$ cat config.mk
export PLATFORM = sky130hd
export DESIGN_NAME = bla_top
export DESIGN_NICKNAME = d
export VERILOG_FILES = /design/src/include/bla_pkg.sv /design/src/include/bla_if.sv /design/src/logic/bla_lane_sel.sv /design/src/logic/bla_align_chk.sv /design/src/logic/bla_top.sv
export SDC_FILE = /design/constraint.sdc
export NUM_CORES = 1
export LEC_CHECK = 0
export ABC_AREA = 1
export BUFFER_PORTS_ARGS = -buffer_cell sky130_fd_sc_hd__buf_2
export CORE_MARGIN = 4
export CORE_UTILIZATION = 35
export DETAILED_ROUTE_END_ITERATION = 8
export PLACE_DENSITY = 0.59
export SYNTH_ARGS = -nofsm -noshare
export SYNTH_HDL_FRONTEND = slang
export SYNTH_SLANG_ARGS = --single-unit
$ cat constraint.sdc
create_clock -name mclk -period 2.11 [get_ports mclk]
set_input_delay 0.211 -clock mclk [delete_from_list [all_inputs] [get_ports mclk]]
set_output_delay 0.211 -clock mclk [all_outputs]
set_load 0.02 [all_outputs]
$ cat src/include/bla_pkg.sv
// Shared constants and types for the byte lane and alignment block.
// Assumes a 32-bit data path, a 100 MHz mclk and synchronous active-low reset.
package bla_pkg;
   localparam int          DATA_W       = 32;
   localparam int          PC_W         = 30;
   localparam int          REG_AW       = 8;
   // Register byte addresses.
   localparam logic [7:0]  REG_CFG      = 8'h00;
   localparam logic [7:0]  REG_CPS      = 8'h04;
   localparam logic [7:0]  REG_ALU      = 8'h08;
   localparam logic [7:0]  REG_STAT     = 8'h0C;
   localparam logic [7:0]  REG_PC       = 8'h10;
   // Field positions.
   localparam int          CFG_BO_BIT   = 0;
   localparam int          CFG_DW_BIT   = 1;
   localparam int          CPS_TU_BIT   = 0;
   localparam int          CPS_FZ_BIT   = 1;
   localparam int          ALU_BP_LSB   = 0;
   localparam int          STAT_CNT_LSB = 0;
   localparam int          CNT_W        = 16;
   // Access option codes.
   localparam logic [2:0]  OPT_WORD     = 3'h0;
   localparam logic [2:0]  OPT_BYTE     = 3'h1;
   localparam logic [2:0]  OPT_HALF     = 3'h2;
   localparam logic [1:0]  LOW_ALIGNED  = 2'h0;
   localparam logic [1:0]  BP_RESET     = 2'h0;

   typedef enum logic [1:0] {BLA_SP_MEM, BLA_SP_IO, BLA_SP_COP, BLA_SP_ROM} bla_space_t;
   typedef enum logic [1:0] {BLA_SZ_WORD, BLA_SZ_BYTE, BLA_SZ_HALF, BLA_SZ_OTHER} bla_size_t;
   typedef enum logic [1:0] {BLA_EX_BYTE, BLA_EX_HALF, BLA_EX_HALF_S, BLA_EX_NONE} bla_ext_t;

   // Data length named by an access option code.
   function automatic bla_size_t bla_opt_size(input logic [2:0] access_option_field);
      unique case (access_option_field)
         OPT_WORD: return BLA_SZ_WORD;
         OPT_BYTE: return BLA_SZ_BYTE;
         OPT_HALF: return BLA_SZ_HALF;
         default:  return BLA_SZ_OTHER;
      endcase
   endfunction
endpackage

$ cat src/include/bla_if.sv
// Carriers between the top of the lane block and its two helpers.
// Assumes both ends sit in the mclk domain; all signals are combinational.
`timescale 1ns/10ps
interface bla_lane_if;
   logic [31:0]        word;
   logic [31:0]        src;
   logic [1:0]         lane;
   logic               bo;
   bla_pkg::bla_size_t size;
   logic               sign;
   logic [31:0]        ld_out;
   logic [31:0]        st_out;
   modport sel  (input word, src, lane, bo, size, sign, output ld_out, st_out);
   modport user (output word, src, lane, bo, size, sign, input ld_out, st_out);
endinterface

interface bla_chk_if;
   logic [1:0]          addr_lo;
   logic [2:0]          access_option_field;
   bla_pkg::bla_space_t space;
   logic                tu;
   logic                trap;
   modport chk  (input addr_lo, access_option_field, space, tu, output trap);
   modport user (output addr_lo, access_option_field, space, tu, input trap);
endinterface

$ cat src/logic/bla_lane_sel.sv
// Byte and half-word lane extraction for loads and replication for stores.
// Assumes the caller supplies the lane code and byte order; purely combinational.
`timescale 1ns/10ps
module bla_lane_sel (
   bla_lane_if.sel l
);
   logic [1:0]  byte_idx;
   logic        half_hi;
   logic [7:0]  byte_val;
   logic [15:0] half_val;

   always_comb begin
      byte_idx = l.bo ? l.lane : ~l.lane;
      half_hi  = l.bo ? l.lane[1] : ~l.lane[1];
      byte_val = l.word[byte_idx*8 +: 8];
      half_val = half_hi ? l.word[31:16] : l.word[15:0];
      unique case (l.size)
         bla_pkg::BLA_SZ_BYTE: begin
            l.ld_out = {{24{l.sign & byte_val[7]}}, byte_val};
            l.st_out = {4{l.src[7:0]}};
         end
         bla_pkg::BLA_SZ_HALF: begin
            l.ld_out = {{16{l.sign & half_val[15]}}, half_val};
            l.st_out = {2{l.src[15:0]}};
         end
         default: begin
            l.ld_out = l.word;
            l.st_out = l.src;
         end
      endcase
   end
endmodule

$ cat src/logic/bla_align_chk.sv
// Unaligned access detector for memory loads and stores.
// Assumes the option code and address bits belong to the access being issued.
`timescale 1ns/10ps
module bla_align_chk (
   bla_chk_if.chk c
);
   bla_pkg::bla_size_t size;

   always_comb begin
      size = bla_pkg::bla_opt_size(c.access_option_field);
      c.trap = 1'b0;
      // I/O and coprocessor traffic is never checked.
      if (c.tu && c.space == bla_pkg::BLA_SP_MEM) begin
         unique case (size)
            bla_pkg::BLA_SZ_WORD: c.trap = (c.addr_lo != bla_pkg::LOW_ALIGNED);
            bla_pkg::BLA_SZ_HALF: c.trap = c.addr_lo[0];
            default:              c.trap = 1'b0;
         endcase
      end
   end
endmodule

$ cat src/logic/bla_top.sv
// Byte lane selection, alignment trap and fetch addressing for the external access path.
// Assumes one outstanding bus read at a time and a bus that answers every read.
//
// Our own choices: strobed register access and the address map.
`timescale 1ns/10ps
module bla_top (
   input  wire logic                mclk,
   input  wire logic                rstn,
   input  wire logic [7:0]          reg_addr,
   input  wire logic [31:0]         reg_wdata,
   input  wire logic                reg_wr,
   input  wire logic                reg_rd,
   output logic      [31:0]         reg_rdata,
   input  wire logic                acc_req,
   output logic                     acc_ready,
   input  wire logic [31:0]         acc_addr,
   input  wire logic [2:0]          acc_opt,
   input  wire bla_pkg::bla_space_t acc_space,
   input  wire logic                acc_load,
   input  wire logic                acc_sign,
   input  wire logic [31:0]         acc_src,
   output logic      [31:0]         ld_data,
   output logic                     ld_valid,
   input  wire logic                fetch_req,
   output logic                     fetch_ready,
   input  wire logic                jump_req,
   input  wire logic [31:0]         jump_addr,
   output logic      [31:0]         ins_word,
   output logic                     ins_valid,
   output logic                     bus_req,
   output logic      [31:0]         bus_addr,
   output logic      [2:0]          bus_opt,
   output bla_pkg::bla_space_t      bus_space,
   output logic                     bus_instr,
   output logic                     bus_wr,
   output logic      [31:0]         bus_wdata,
   input  wire logic [31:0]         bus_rdata,
   input  wire logic                bus_rvalid,
   input  wire logic                ext_req,
   input  wire bla_pkg::bla_ext_t   ext_op,
   input  wire logic [31:0]         ext_word,
   output logic      [31:0]         ext_result,
   output logic                     ext_valid,
   output logic                     trap_unaligned
);
   typedef enum logic [1:0] {BLA_IDLE, BLA_WAIT_DATA, BLA_WAIT_INS} bla_st_t;

   typedef struct packed {
      bla_st_t             st;
      logic                bo;
      logic                dw;
      logic                tu;
      logic                fz;
      logic [1:0]          bp;
      logic [29:0]         pc;
      logic [1:0]          ld_lane;
      bla_pkg::bla_size_t  ld_size;
      logic                ld_sign;
      logic                bus_req;
      logic [31:0]         bus_addr;
      logic [2:0]          bus_opt;
      bla_pkg::bla_space_t bus_space;
      logic                bus_instr;
      logic                bus_wr;
      logic [31:0]         bus_wdata;
      logic [31:0]         ld_data;
      logic                ld_valid;
      logic [31:0]         ins_word;
      logic                ins_valid;
      logic [31:0]         ext_result;
      logic                ext_valid;
      logic                trap;
      logic [15:0]         trap_cnt;
      logic [31:0]         rdata;
   } bla_state_t;

   localparam bla_state_t RESET_STATE = '{
      st: BLA_IDLE,
      bo: 1'b0,
      dw: 1'b0,
      tu: 1'b0,
      fz: 1'b0,
      bp: bla_pkg::BP_RESET,
      pc: '0,
      ld_lane: '0,
      ld_size: bla_pkg::BLA_SZ_WORD,
      ld_sign: 1'b0,
      bus_req: 1'b0,
      bus_addr: '0,
      bus_opt: bla_pkg::OPT_WORD,
      bus_space: bla_pkg::BLA_SP_MEM,
      bus_instr: 1'b0,
      bus_wr: 1'b0,
      bus_wdata: '0,
      ld_data: '0,
      ld_valid: 1'b0,
      ins_word: '0,
      ins_valid: 1'b0,
      ext_result: '0,
      ext_valid: 1'b0,
      trap: 1'b0,
      trap_cnt: '0,
      rdata: '0
   };

   bla_state_t s_reg;
   bla_state_t s_next;

   bla_lane_if ld_if ();
   bla_lane_if st_if ();
   bla_lane_if ex_if ();
   bla_chk_if  chk_if ();

   bla_lane_sel u_ld_sel (.l(ld_if));
   bla_lane_sel u_st_sel (.l(st_if));
   bla_lane_sel u_ex_sel (.l(ex_if));
   bla_align_chk u_chk (.c(chk_if));

   // Hardware lane handling applies only with width enable set and off the
   // coprocessor path; coprocessor words always pass untouched.
   function automatic logic hw_lanes(input logic dw, input bla_pkg::bla_space_t sp);
      return dw && sp != bla_pkg::BLA_SP_COP;
   endfunction

   logic                acc_go;
   logic                fetch_go;
   logic                acc_hw;
   bla_pkg::bla_size_t  acc_size;

   always_comb begin
      acc_size = bla_pkg::bla_opt_size(acc_opt);
      acc_hw   = hw_lanes(s_reg.dw, acc_space);
      acc_go   = acc_req && s_reg.st == BLA_IDLE;
      // Data accesses take priority; the fetch stream waits until acc_req drops and the block is back in BLA_IDLE.
      fetch_go = fetch_req && !acc_req && s_reg.st == BLA_IDLE;
   end

   always_comb begin
      chk_if.addr_lo = acc_addr[1:0];
      chk_if.access_option_field     = acc_opt;
      chk_if.space   = acc_space;
      chk_if.tu      = s_reg.tu;

      st_if.word = '0;
      st_if.src  = acc_src;
      st_if.lane = acc_addr[1:0];
      st_if.bo   = s_reg.bo;
      st_if.size = acc_hw ? acc_size : bla_pkg::BLA_SZ_WORD;
      st_if.sign = 1'b0;

      ld_if.word = bus_rdata;
      ld_if.src  = '0;
      ld_if.lane = s_reg.ld_lane;
      ld_if.bo   = s_reg.bo;
      ld_if.size = s_reg.ld_size;
      ld_if.sign = s_reg.ld_sign;

      ex_if.word = ext_word;
      ex_if.src  = '0;
      ex_if.lane = s_reg.bp;
      ex_if.bo   = s_reg.bo;
      ex_if.sign = ext_op == bla_pkg::BLA_EX_HALF_S;
      unique case (ext_op)
         bla_pkg::BLA_EX_BYTE:   ex_if.size = bla_pkg::BLA_SZ_BYTE;
         bla_pkg::BLA_EX_HALF,
         bla_pkg::BLA_EX_HALF_S: ex_if.size = bla_pkg::BLA_SZ_HALF;
         default:                ex_if.size = bla_pkg::BLA_SZ_WORD;
      endcase
   end

   always_comb begin
      s_next           = s_reg;
      s_next.bus_req   = 1'b0;
      s_next.ld_valid  = 1'b0;
      s_next.ins_valid = 1'b0;
      s_next.ext_valid = 1'b0;
      s_next.trap      = 1'b0;
      s_next.rdata     = '0;

      if (reg_wr) begin
         unique case (reg_addr)
            bla_pkg::REG_CFG: begin
               s_next.bo = reg_wdata[bla_pkg::CFG_BO_BIT];
               s_next.dw = reg_wdata[bla_pkg::CFG_DW_BIT];
            end
            bla_pkg::REG_CPS: begin
               s_next.tu = reg_wdata[bla_pkg::CPS_TU_BIT];
               s_next.fz = reg_wdata[bla_pkg::CPS_FZ_BIT];
            end
            bla_pkg::REG_ALU: begin
               s_next.bp = reg_wdata[bla_pkg::ALU_BP_LSB +: 2];
            end
            bla_pkg::REG_STAT: begin
               // Any write clears the trap count.
               s_next.trap_cnt = '0;
            end
            default: ;
         endcase
      end

      if (reg_rd) begin
         unique case (reg_addr)
            bla_pkg::REG_CFG: begin
               s_next.rdata[bla_pkg::CFG_BO_BIT] = s_reg.bo;
               s_next.rdata[bla_pkg::CFG_DW_BIT] = s_reg.dw;
            end
            bla_pkg::REG_CPS: begin
               s_next.rdata[bla_pkg::CPS_TU_BIT] = s_reg.tu;
               s_next.rdata[bla_pkg::CPS_FZ_BIT] = s_reg.fz;
            end
            bla_pkg::REG_ALU: begin
               s_next.rdata[bla_pkg::ALU_BP_LSB +: 2] = s_reg.bp;
            end
            bla_pkg::REG_STAT: begin
               s_next.rdata[bla_pkg::STAT_CNT_LSB +: bla_pkg::CNT_W] = s_reg.trap_cnt;
            end
            bla_pkg::REG_PC: begin
               s_next.rdata = {s_reg.pc, bla_pkg::LOW_ALIGNED};
            end
            default: ;
         endcase
      end

      if (ext_req) begin
         s_next.ext_result = ex_if.ld_out;
         s_next.ext_valid  = 1'b1;
      end

      // A trap counted in the same cycle as a clear of the counter survives.
      unique case (s_reg.st)
         BLA_IDLE: begin
            if (acc_go && chk_if.trap) begin
               s_next.trap     = 1'b1;
               s_next.trap_cnt = s_next.trap_cnt + 16'h0001;
            end else if (acc_go) begin
               s_next.bus_req   = 1'b1;
               s_next.bus_addr  = acc_addr;
               s_next.bus_opt   = acc_opt;
               s_next.bus_space = acc_space;
               s_next.bus_instr = 1'b0;
               s_next.bus_wr    = !acc_load;
               s_next.bus_wdata = st_if.st_out;
               s_next.ld_lane   = acc_addr[1:0];
               s_next.ld_size   = acc_hw ? acc_size : bla_pkg::BLA_SZ_WORD;
               s_next.ld_sign   = acc_sign;
               // A signed hardware access aims the pointer at the low lane for word-only code.
               if (!s_reg.fz && acc_space != bla_pkg::BLA_SP_COP) begin
                  if (!s_reg.dw) begin
                     s_next.bp = acc_addr[1:0];
                  end else if (acc_sign) begin
                     s_next.bp = {2{~s_reg.bo}};
                  end
               end
               if (acc_load) begin
                  s_next.st = BLA_WAIT_DATA;
               end
            end else if (fetch_go) begin
               s_next.bus_req   = 1'b1;
               s_next.bus_addr  = {s_reg.pc, bla_pkg::LOW_ALIGNED};
               s_next.bus_opt   = bla_pkg::OPT_WORD;
               s_next.bus_space = bla_pkg::BLA_SP_MEM;
               s_next.bus_instr = 1'b1;
               s_next.bus_wr    = 1'b0;
               s_next.pc        = s_reg.pc + 30'h00000001;
               s_next.st        = BLA_WAIT_INS;
            end
         end
         BLA_WAIT_DATA: begin
            if (bus_rvalid) begin
               s_next.ld_data  = ld_if.ld_out;
               s_next.ld_valid = 1'b1;
               s_next.st       = BLA_IDLE;
            end
         end
         BLA_WAIT_INS: begin
            if (bus_rvalid) begin
               s_next.ins_word  = bus_rdata;
               s_next.ins_valid = 1'b1;
               s_next.st        = BLA_IDLE;
            end
         end
         default: s_next.st = BLA_IDLE;
      endcase

      // Target low bits are dropped, relying on the outside system to treat them as 00.
      if (jump_req) begin
         s_next.pc = jump_addr[31:2];
      end
   end

   always_ff @(posedge mclk) begin
      if (!rstn) begin
         s_reg <= RESET_STATE;
      end else begin
         s_reg <= s_next;
      end
   end

   assign acc_ready      = s_reg.st == BLA_IDLE;
   assign fetch_ready    = s_reg.st == BLA_IDLE && !acc_req;

   assign reg_rdata      = s_reg.rdata;
   assign ld_data        = s_reg.ld_data;
   assign ld_valid       = s_reg.ld_valid;
   assign ins_word       = s_reg.ins_word;
   assign ins_valid      = s_reg.ins_valid;

   assign bus_req        = s_reg.bus_req;
   assign bus_addr       = s_reg.bus_addr;
   assign bus_opt        = s_reg.bus_opt;
   assign bus_space      = s_reg.bus_space;
   assign bus_instr      = s_reg.bus_instr;
   assign bus_wr         = s_reg.bus_wr;
   assign bus_wdata      = s_reg.bus_wdata;
   assign ext_result     = s_reg.ext_result;
   assign ext_valid      = s_reg.ext_valid;
   assign trap_unaligned = s_reg.trap;
endmodule

==> results of run 1 <==
-- report_power, final --
part | switching (µW) | total [µW] | leakage [µW] | internal [µW]
sequential | 422 | 6120 | 0.00215 | 5700
clock | 2260 | 5510 | 0.000517 | 3240
combinational | 3310 | 5130 | 0.00529 | 1830
total | 5990 | 16800 | 0.00796 | 10800
-- worst register-to-register path, stage by stage, from the launching register on --
cell and delay (ns):
dfxtp_1 0.34, inv_1 0.08, ha_2 0.20, nand2_2 0.10, inv_4 0.05, nand2_2 0.07
nor2_4 0.04, nand2_2 0.15, nand2_2 0.12, buf_4 0.20, o21ai_0 0.41, a21oi_1 0.08
-- routing by layer --
| metal | GRT usage | vias to the layer above |
|---|---|---|
| li1 | - | 6962 |
| met1 | 0.2825 | 6508 |
| met2 | 0.3676 | 603 |
| met3 | 0.04127 | 134 |
| met4 | 0.1012 | 2 |
| met5 | 0 | - |
-- area by class of cell --
type                       instances  area, µm²
fill                            3842      20870
multi-input combinational       1227       6021
sequential                       263       5268
timing repair buffer             621       4202
clock buffer                      43      900.9
tap                              518      648.1
inverter                         150      571.8
clock inverter                    14      153.9
antenna                            4      10.01
-- layout by cell type (no fill, tap or decap), drive strengths merged --
cell / instances
bufbuf: 1
nor3b: 1
o21bai: 1
o211ai: 3
a21oi: 201
buf: 453
o22ai: 10
diode: 4
clkbuf: 43
clkinvlp: 3
o2111ai: 1
nor2: 156
o21ai: 277
a31oi: 53
nor3: 22
inv: 153
nand4: 17
a21o: 1
or2: 23
ha: 12
nand3b: 1
xor2: 5
nor4: 4
clkinv: 6
nand3: 113
o21a: 1
dfxtp: 263
nand2: 321
dlygate4sd3: 167
and3b: 1
bufinv: 2
a221oi: 2
a41oi: 1
-- logic make-up after synthesis --
family,Yosys count
and+or+nand+nor,659
DFF,263
xor gates and xnor gates,5
AOI/OAI and AO/OA,551
adders and majority gates,12
buffers and inverters,449
-- what timing repair did --
| item | CTS | global route |
|---|---|---|
| endpoints found under the hold margin | 196 | 0 |
| pin swaps | 1 | 2 |
| cloned | 1 | 0 |
| buffers inserted | 1 | 4 |
| hold buffers | 167 | 0 |
| resized for setup | 4 | 16 |
| endpoints found under the setup margin | 1 | 73 |
-- how the worst max path moves through the flow --
stage	slack [ns]	cells after the start	from	end
2_1_floorplan	0.21	15	s_reg[261]	s_reg[47]
3_5_place_dp	0.08	11	ex_if.bo	ld_data[15]
5_1_grt	-0.003	12	s_reg[262]	bus_wdata[27]
3_3_place_gp	0.13	13	s_reg[261]	ex_if.lane[1]
4_1_cts	0.01	7	s_reg[261]	fetch_ready
6_report	0.1	7	s_reg[261]	fetch_ready
-- stage by stage --
| stage | area [µm²] | worst slack (ns) | hold WS, ns |
|---|---|---|---|
| floorplan | 13710 | 0.2081 | 0.3531 |
| global placement | 14900 | 0.1279 | 0.4465 |
| detailed placement | 14900 | 0.07565 | 0.4536 |
| CTS | 17680 | 0.01220 | 0.01009 |
| global route | 17770 | -0.003007 | 0.06136 |
| finish | 17770 | 0.09619 | 0.04781 |
==> metrics.cfg, run 1 <==
[routing]
drt_iter0_markers = 847
viasPerCell = 5.003
first_pass_iters = 6
drcViolationCount = 0
routedWlPerCell_um = 17.47
vias = 14209
drt-total-wl_mm = 49.60
ant_nets = 0
wl_met2_mm = 22.79
top_layer_used = met5
met3WireLength_mm = 3.533
drt-met1-wl_mm = 20.88

[grt]
grt_usage = 0.2225
grt_pass1_wl_mm = 76.09
antenna_found_initial = 5
grt_max_degree = 109
overflow = 0
grt_pass1_vias = 14010

[die]
floorplan.rows = 72
dieArea_um2 = 42410
die_w_um = 205.9
io_pins = 424
die_y_um = 205.9
core_area_um2 = 38650
initial_core_util = 0.3548

[cts]
cts_tree = yes
cts_buffer_depth = 3
cts_sinks = 263
clk_latency_ns = 0.58
cts_buffers = 31
htreeDepth = 1
clock-root-buffer = clkbuf_16
clk_pin_slew_worst_paths_ns = 0.07

[placement]
dp_hpwl_mm = 35.79
dpl.cell_count = 2606
io_buffers = 391
place.gp.congestion = 0.9115

[setup_path]
r2r-start = s_reg[261]
startpoint_type = register
cp.buffers_inverters = 5
cp.required_ns = 1.90
cp_cell_sequence = inv_1 > ha_2 > buf_4 > inv_1 > nor2_4 > buf_12 > buf_4
cp_max_fo = 11
cp_top_family = buffers and inverters
critPathSlowestCell = dfxtp_1
r2r_cells = 11
r2r_setup_slack_ns = 0.15
crit_type = register to output pin
cp-end-kind = output pin
crit_arrival_ns = 1.80
r2r-end = ld_if.size[1]
slowest_delay_ns = 0.32

[power_and_ir_drop]
powerDensity_nw_per_um2 = 943.2
ir_worst_vdd_mv = 0.6062
cellLeakagePower_uw = 0.007960
total_power_uw = 16770

[synthesis]
async_flop_share = 0
synthAdderAreaFrac = 0.01095
ys_ff_latch = 263
muxShareOfSynthArea = 0
yosys.area.top_type_share = 0.3840
synth_cells = 1939
synth-simple-area-share = 0.2101
synth_common_cells = nand2_1, dfxtp_1, o21ai_0, buf_4, a21oi_1
syn_avg_cell_area_um2 = 7.072
synth_top_family_by_area = compound AO/OA/AOI/OAI gates
synth_edf_count = 0
synth.distinct_cells = 42
seq_area_frac_synth = 0.3840
synth_nets = 2169
ys_top_cells_by_area = dfxtp_1, buf_4, o21ai_0, nand2_1, a21oi_1
synth_area_leader_cell = dfxtp_1
yosys_warnings = 0
synthFlopType = dfxtp_1
synth.most_common_cell = nand2_1
synth_area_um2 = 13710
synth-compound-area-share = 0.2123
synth_xor_area_frac = 0.003194

[sta]
rsz0062_at_grt = yes
min_period_over_period = 0.9544
fmax_ghz = 0.4966
setup_viol = 0
fin_skew_ns = 0.02054
drv_slew = 0
worstMarginPinSlew_ns = 0.5191
slew_headroom = 0.6536
fin_crit_ns = 2.014
final_hold_viol_count = 0
tns_ns = 0

[cells_and_area]
layout-drive-gt1-share = 0.2558
largest_register_ffs = 50
final_util = 0.4599
layout.nets = 2524
area_growth_pct = 29.63
stdcell_count = 2840

[min_path]
worstHoldStart = jump_addr[30]
whs_path_depth = 5
hp-class = input pin to register
holdPathEnd = s_reg[253]

[job]
cap_viol_max_count = 0

[run_status]
outcome = finished clean

No activity file was read; power rests on OpenSTA's default activity.
==> inputs of run 2 (changes only) <==
CAP_MARGIN = 20   (was default)
CTS_CLUSTER_DIAMETER = 30   (was default)
SETUP_SLACK_MARGIN = 0.15   (was default)
==> metrics.cfg, run 2 (synthesized netlist as in run 1, its figures left out) <==
[cts]
clk_pin_slew_worst_paths_ns = 0.04
cts_buffers = 71
clk_latency_ns = 0.56
cts_tree = yes
clock-root-buffer = clkbuf_16
cts_buffer_depth = 3
htreeDepth = 3
cts_sinks = 263

[die]
floorplan.rows = 72
initial_core_util = 0.3548
die_w_um = 205.9
core_area_um2 = 38650
dieArea_um2 = 42410
io_pins = 424
die_y_um = 205.9

[routing]
viasPerCell = 4.991
drt-total-wl_mm = 50.93
vias = 14505
first_pass_iters = 6
ant_nets = 0
drcViolationCount = 0
drt_iter0_markers = 914
routedWlPerCell_um = 17.52

[setup_path]
cp_top_family = buffers and inverters
cp_max_fo = 3
slowest_delay_ns = 0.32
startpoint_type = register
cp_cell_sequence = inv_2 > ha_4 > buf_4 > inv_1 > nor2_4 > buf_12 > buf_4
crit_arrival_ns = 1.65
crit_top_cell = buf_4
cp-end-kind = output pin
r2r-start = s_reg[226]
critPathSlowestCell = dfxtp_2
crit_type = register to output pin
cp.buffers_inverters = 5
cp.required_ns = 1.90
cp-startpoint = s_reg[261]

[cells_and_area]
final_cell_mix = buf_2, nand2_1, dfxtp_1
layout.nets = 2556
fill_cells = 3666
largest_register_ffs = 50
layout-drive-gt1-share = 0.2866
final_util = 0.4968
final_common_cell = buf_2
area_growth_pct = 40.01

[grt]
grt_pass1_wl_mm = 77.71
top_usage_layer = met2
grt_usage = 0.2285
grt_max_degree = 109
grt_pass1_vias = 14521
gr-usage-met3 = 0.05523
overflow = 0
antenna_found_initial = 7
grt_use_met1 = 0.2835
grt_use_met2 = 0.3732

[power_and_ir_drop]
internal_power_uw = 15120
p_comb_frac = 0.237
seq_power_share = 0.276
ir_worst_vdd_mv = 0.6369
switchingPower_uw = 7138
powerDensity_nw_per_um2 = 1159
cellLeakagePower_uw = 0.008664
switching_share = 0.3207
pwr-share-clk = 0.486

[sta]
final_hold_viol_count = 0
fmax_ghz = 0.5362
slew_headroom = 0.6510
worstMarginPinSlew_ns = 0.5229
holdWs_ns = 0.02168
min_period_over_period = 0.8838
fin_skew_ns = 0.02343
drv_slew = 0
fin_crit_ns = 1.865
setup_viol = 0
rsz0062_at_grt = yes
tns_ns = 0

[placement]
io_buffers = 391
place.gp.congestion = 0.9115
dp_hpwl_mm = 35.79

[job]
cap_viol_max_count = 0

[run_status]
outcome = finished clean

[min_path]
worstHoldStart = bus_rdata[25]
hp-class = input pin to register

-- run 2: cell count changes in the layout (fill, tap and decap cells not counted), moves of 3 or more --
cell | before | now
nand2_2 | 10 | 7
clkbuf_16 | 31 | 73
bufinv_16 | 2 | 8
clkinv_4 | 2 | 7
nand2_4 | 1 | 7
clkinvlp_4 | 3 | 7
nand2_1 | 310 | 307
buf_6 | 0 | 3
clkinv_2 | 3 | 17
dlygate4sd3_1 | 167 | 153
-- run 2: final cells by class --
type                            count  area [µm²]  share of cell area
Timing Repair inverter              1       7.507           0.0003910
Inverter                          150       576.8             0.03004
Antenna cell                        5       12.51           0.0006517
Tap cell                          518       648.1             0.03376
Sequential cell                   263        5273              0.2746
Timing Repair Buffer              611        4125              0.2149
Multi-Input combinational cell   1228        6118              0.3187
Clock buffer                       85        1931              0.1006
Clock inverter                     45       506.7             0.02639
-- run 2: timing repair --
action,in CTS,in global routing
endpoints found under the setup margin,29,159
setup buffers,2,6
gates resized for setup,10,43
hold buffers,153,0
endpoints found under the hold margin,172,0
cloned,1,3
pin swaps,1,10
-- run 2: stage by stage --
stage                     setup slack [ns]  total power [µW]  instances  area, µm²
after global placement              0.1279             10850       2606      14900
after CTS                           0.1317             22170       2892      18950
after detailed placement           0.07565             10890       2606      14900
after floorplan                     0.2081              9892       1939      13710
final                               0.2451             22260       2906      19200
after global routing                0.1174             23270       2906      19200
-- run 2: metal layers --
| metal | wire, µm | share of wire |
|---|---|---|
| met3 | 3882 | 0.076 |
| met4 | 2098 | 0.041 |
| met5 | 21 | 0.00041 |
| met1 | 21240 | 0.42 |
| met2 | 23680 | 0.46 |
-- run 2: worst paths after layout --
path                     to  slack, ns  cells after the start
max             fetch_ready       0.25                      7
min            ins_word[25]       0.02                      3
max reg2reg      s_reg[247]       0.29                      9
min reg2reg  ext_result[15]       0.46                      2
-- run 2: worst reg2reg max path: cells and delay by family (launching register included) --
kind                     cells  cell delay [ns]
adder cells (fa/ha/maj)      1             0.18
AO/OA/AOI/OAI                3             0.48
AND/OR/NAND/NOR              5             0.74
flip-flops                   1             0.36
-- run 2: power groups by stage --
stage	combinational, µW	clock, µW	sequential, µW
6_report	5280	10800	6150
3_5_place_dp	4690	0	6200
5_1_grt	5760	11300	6220
4_1_cts	5060	11000	6130
3_3_place_gp	4660	0	6190
2_1_floorplan	3800	0	6100
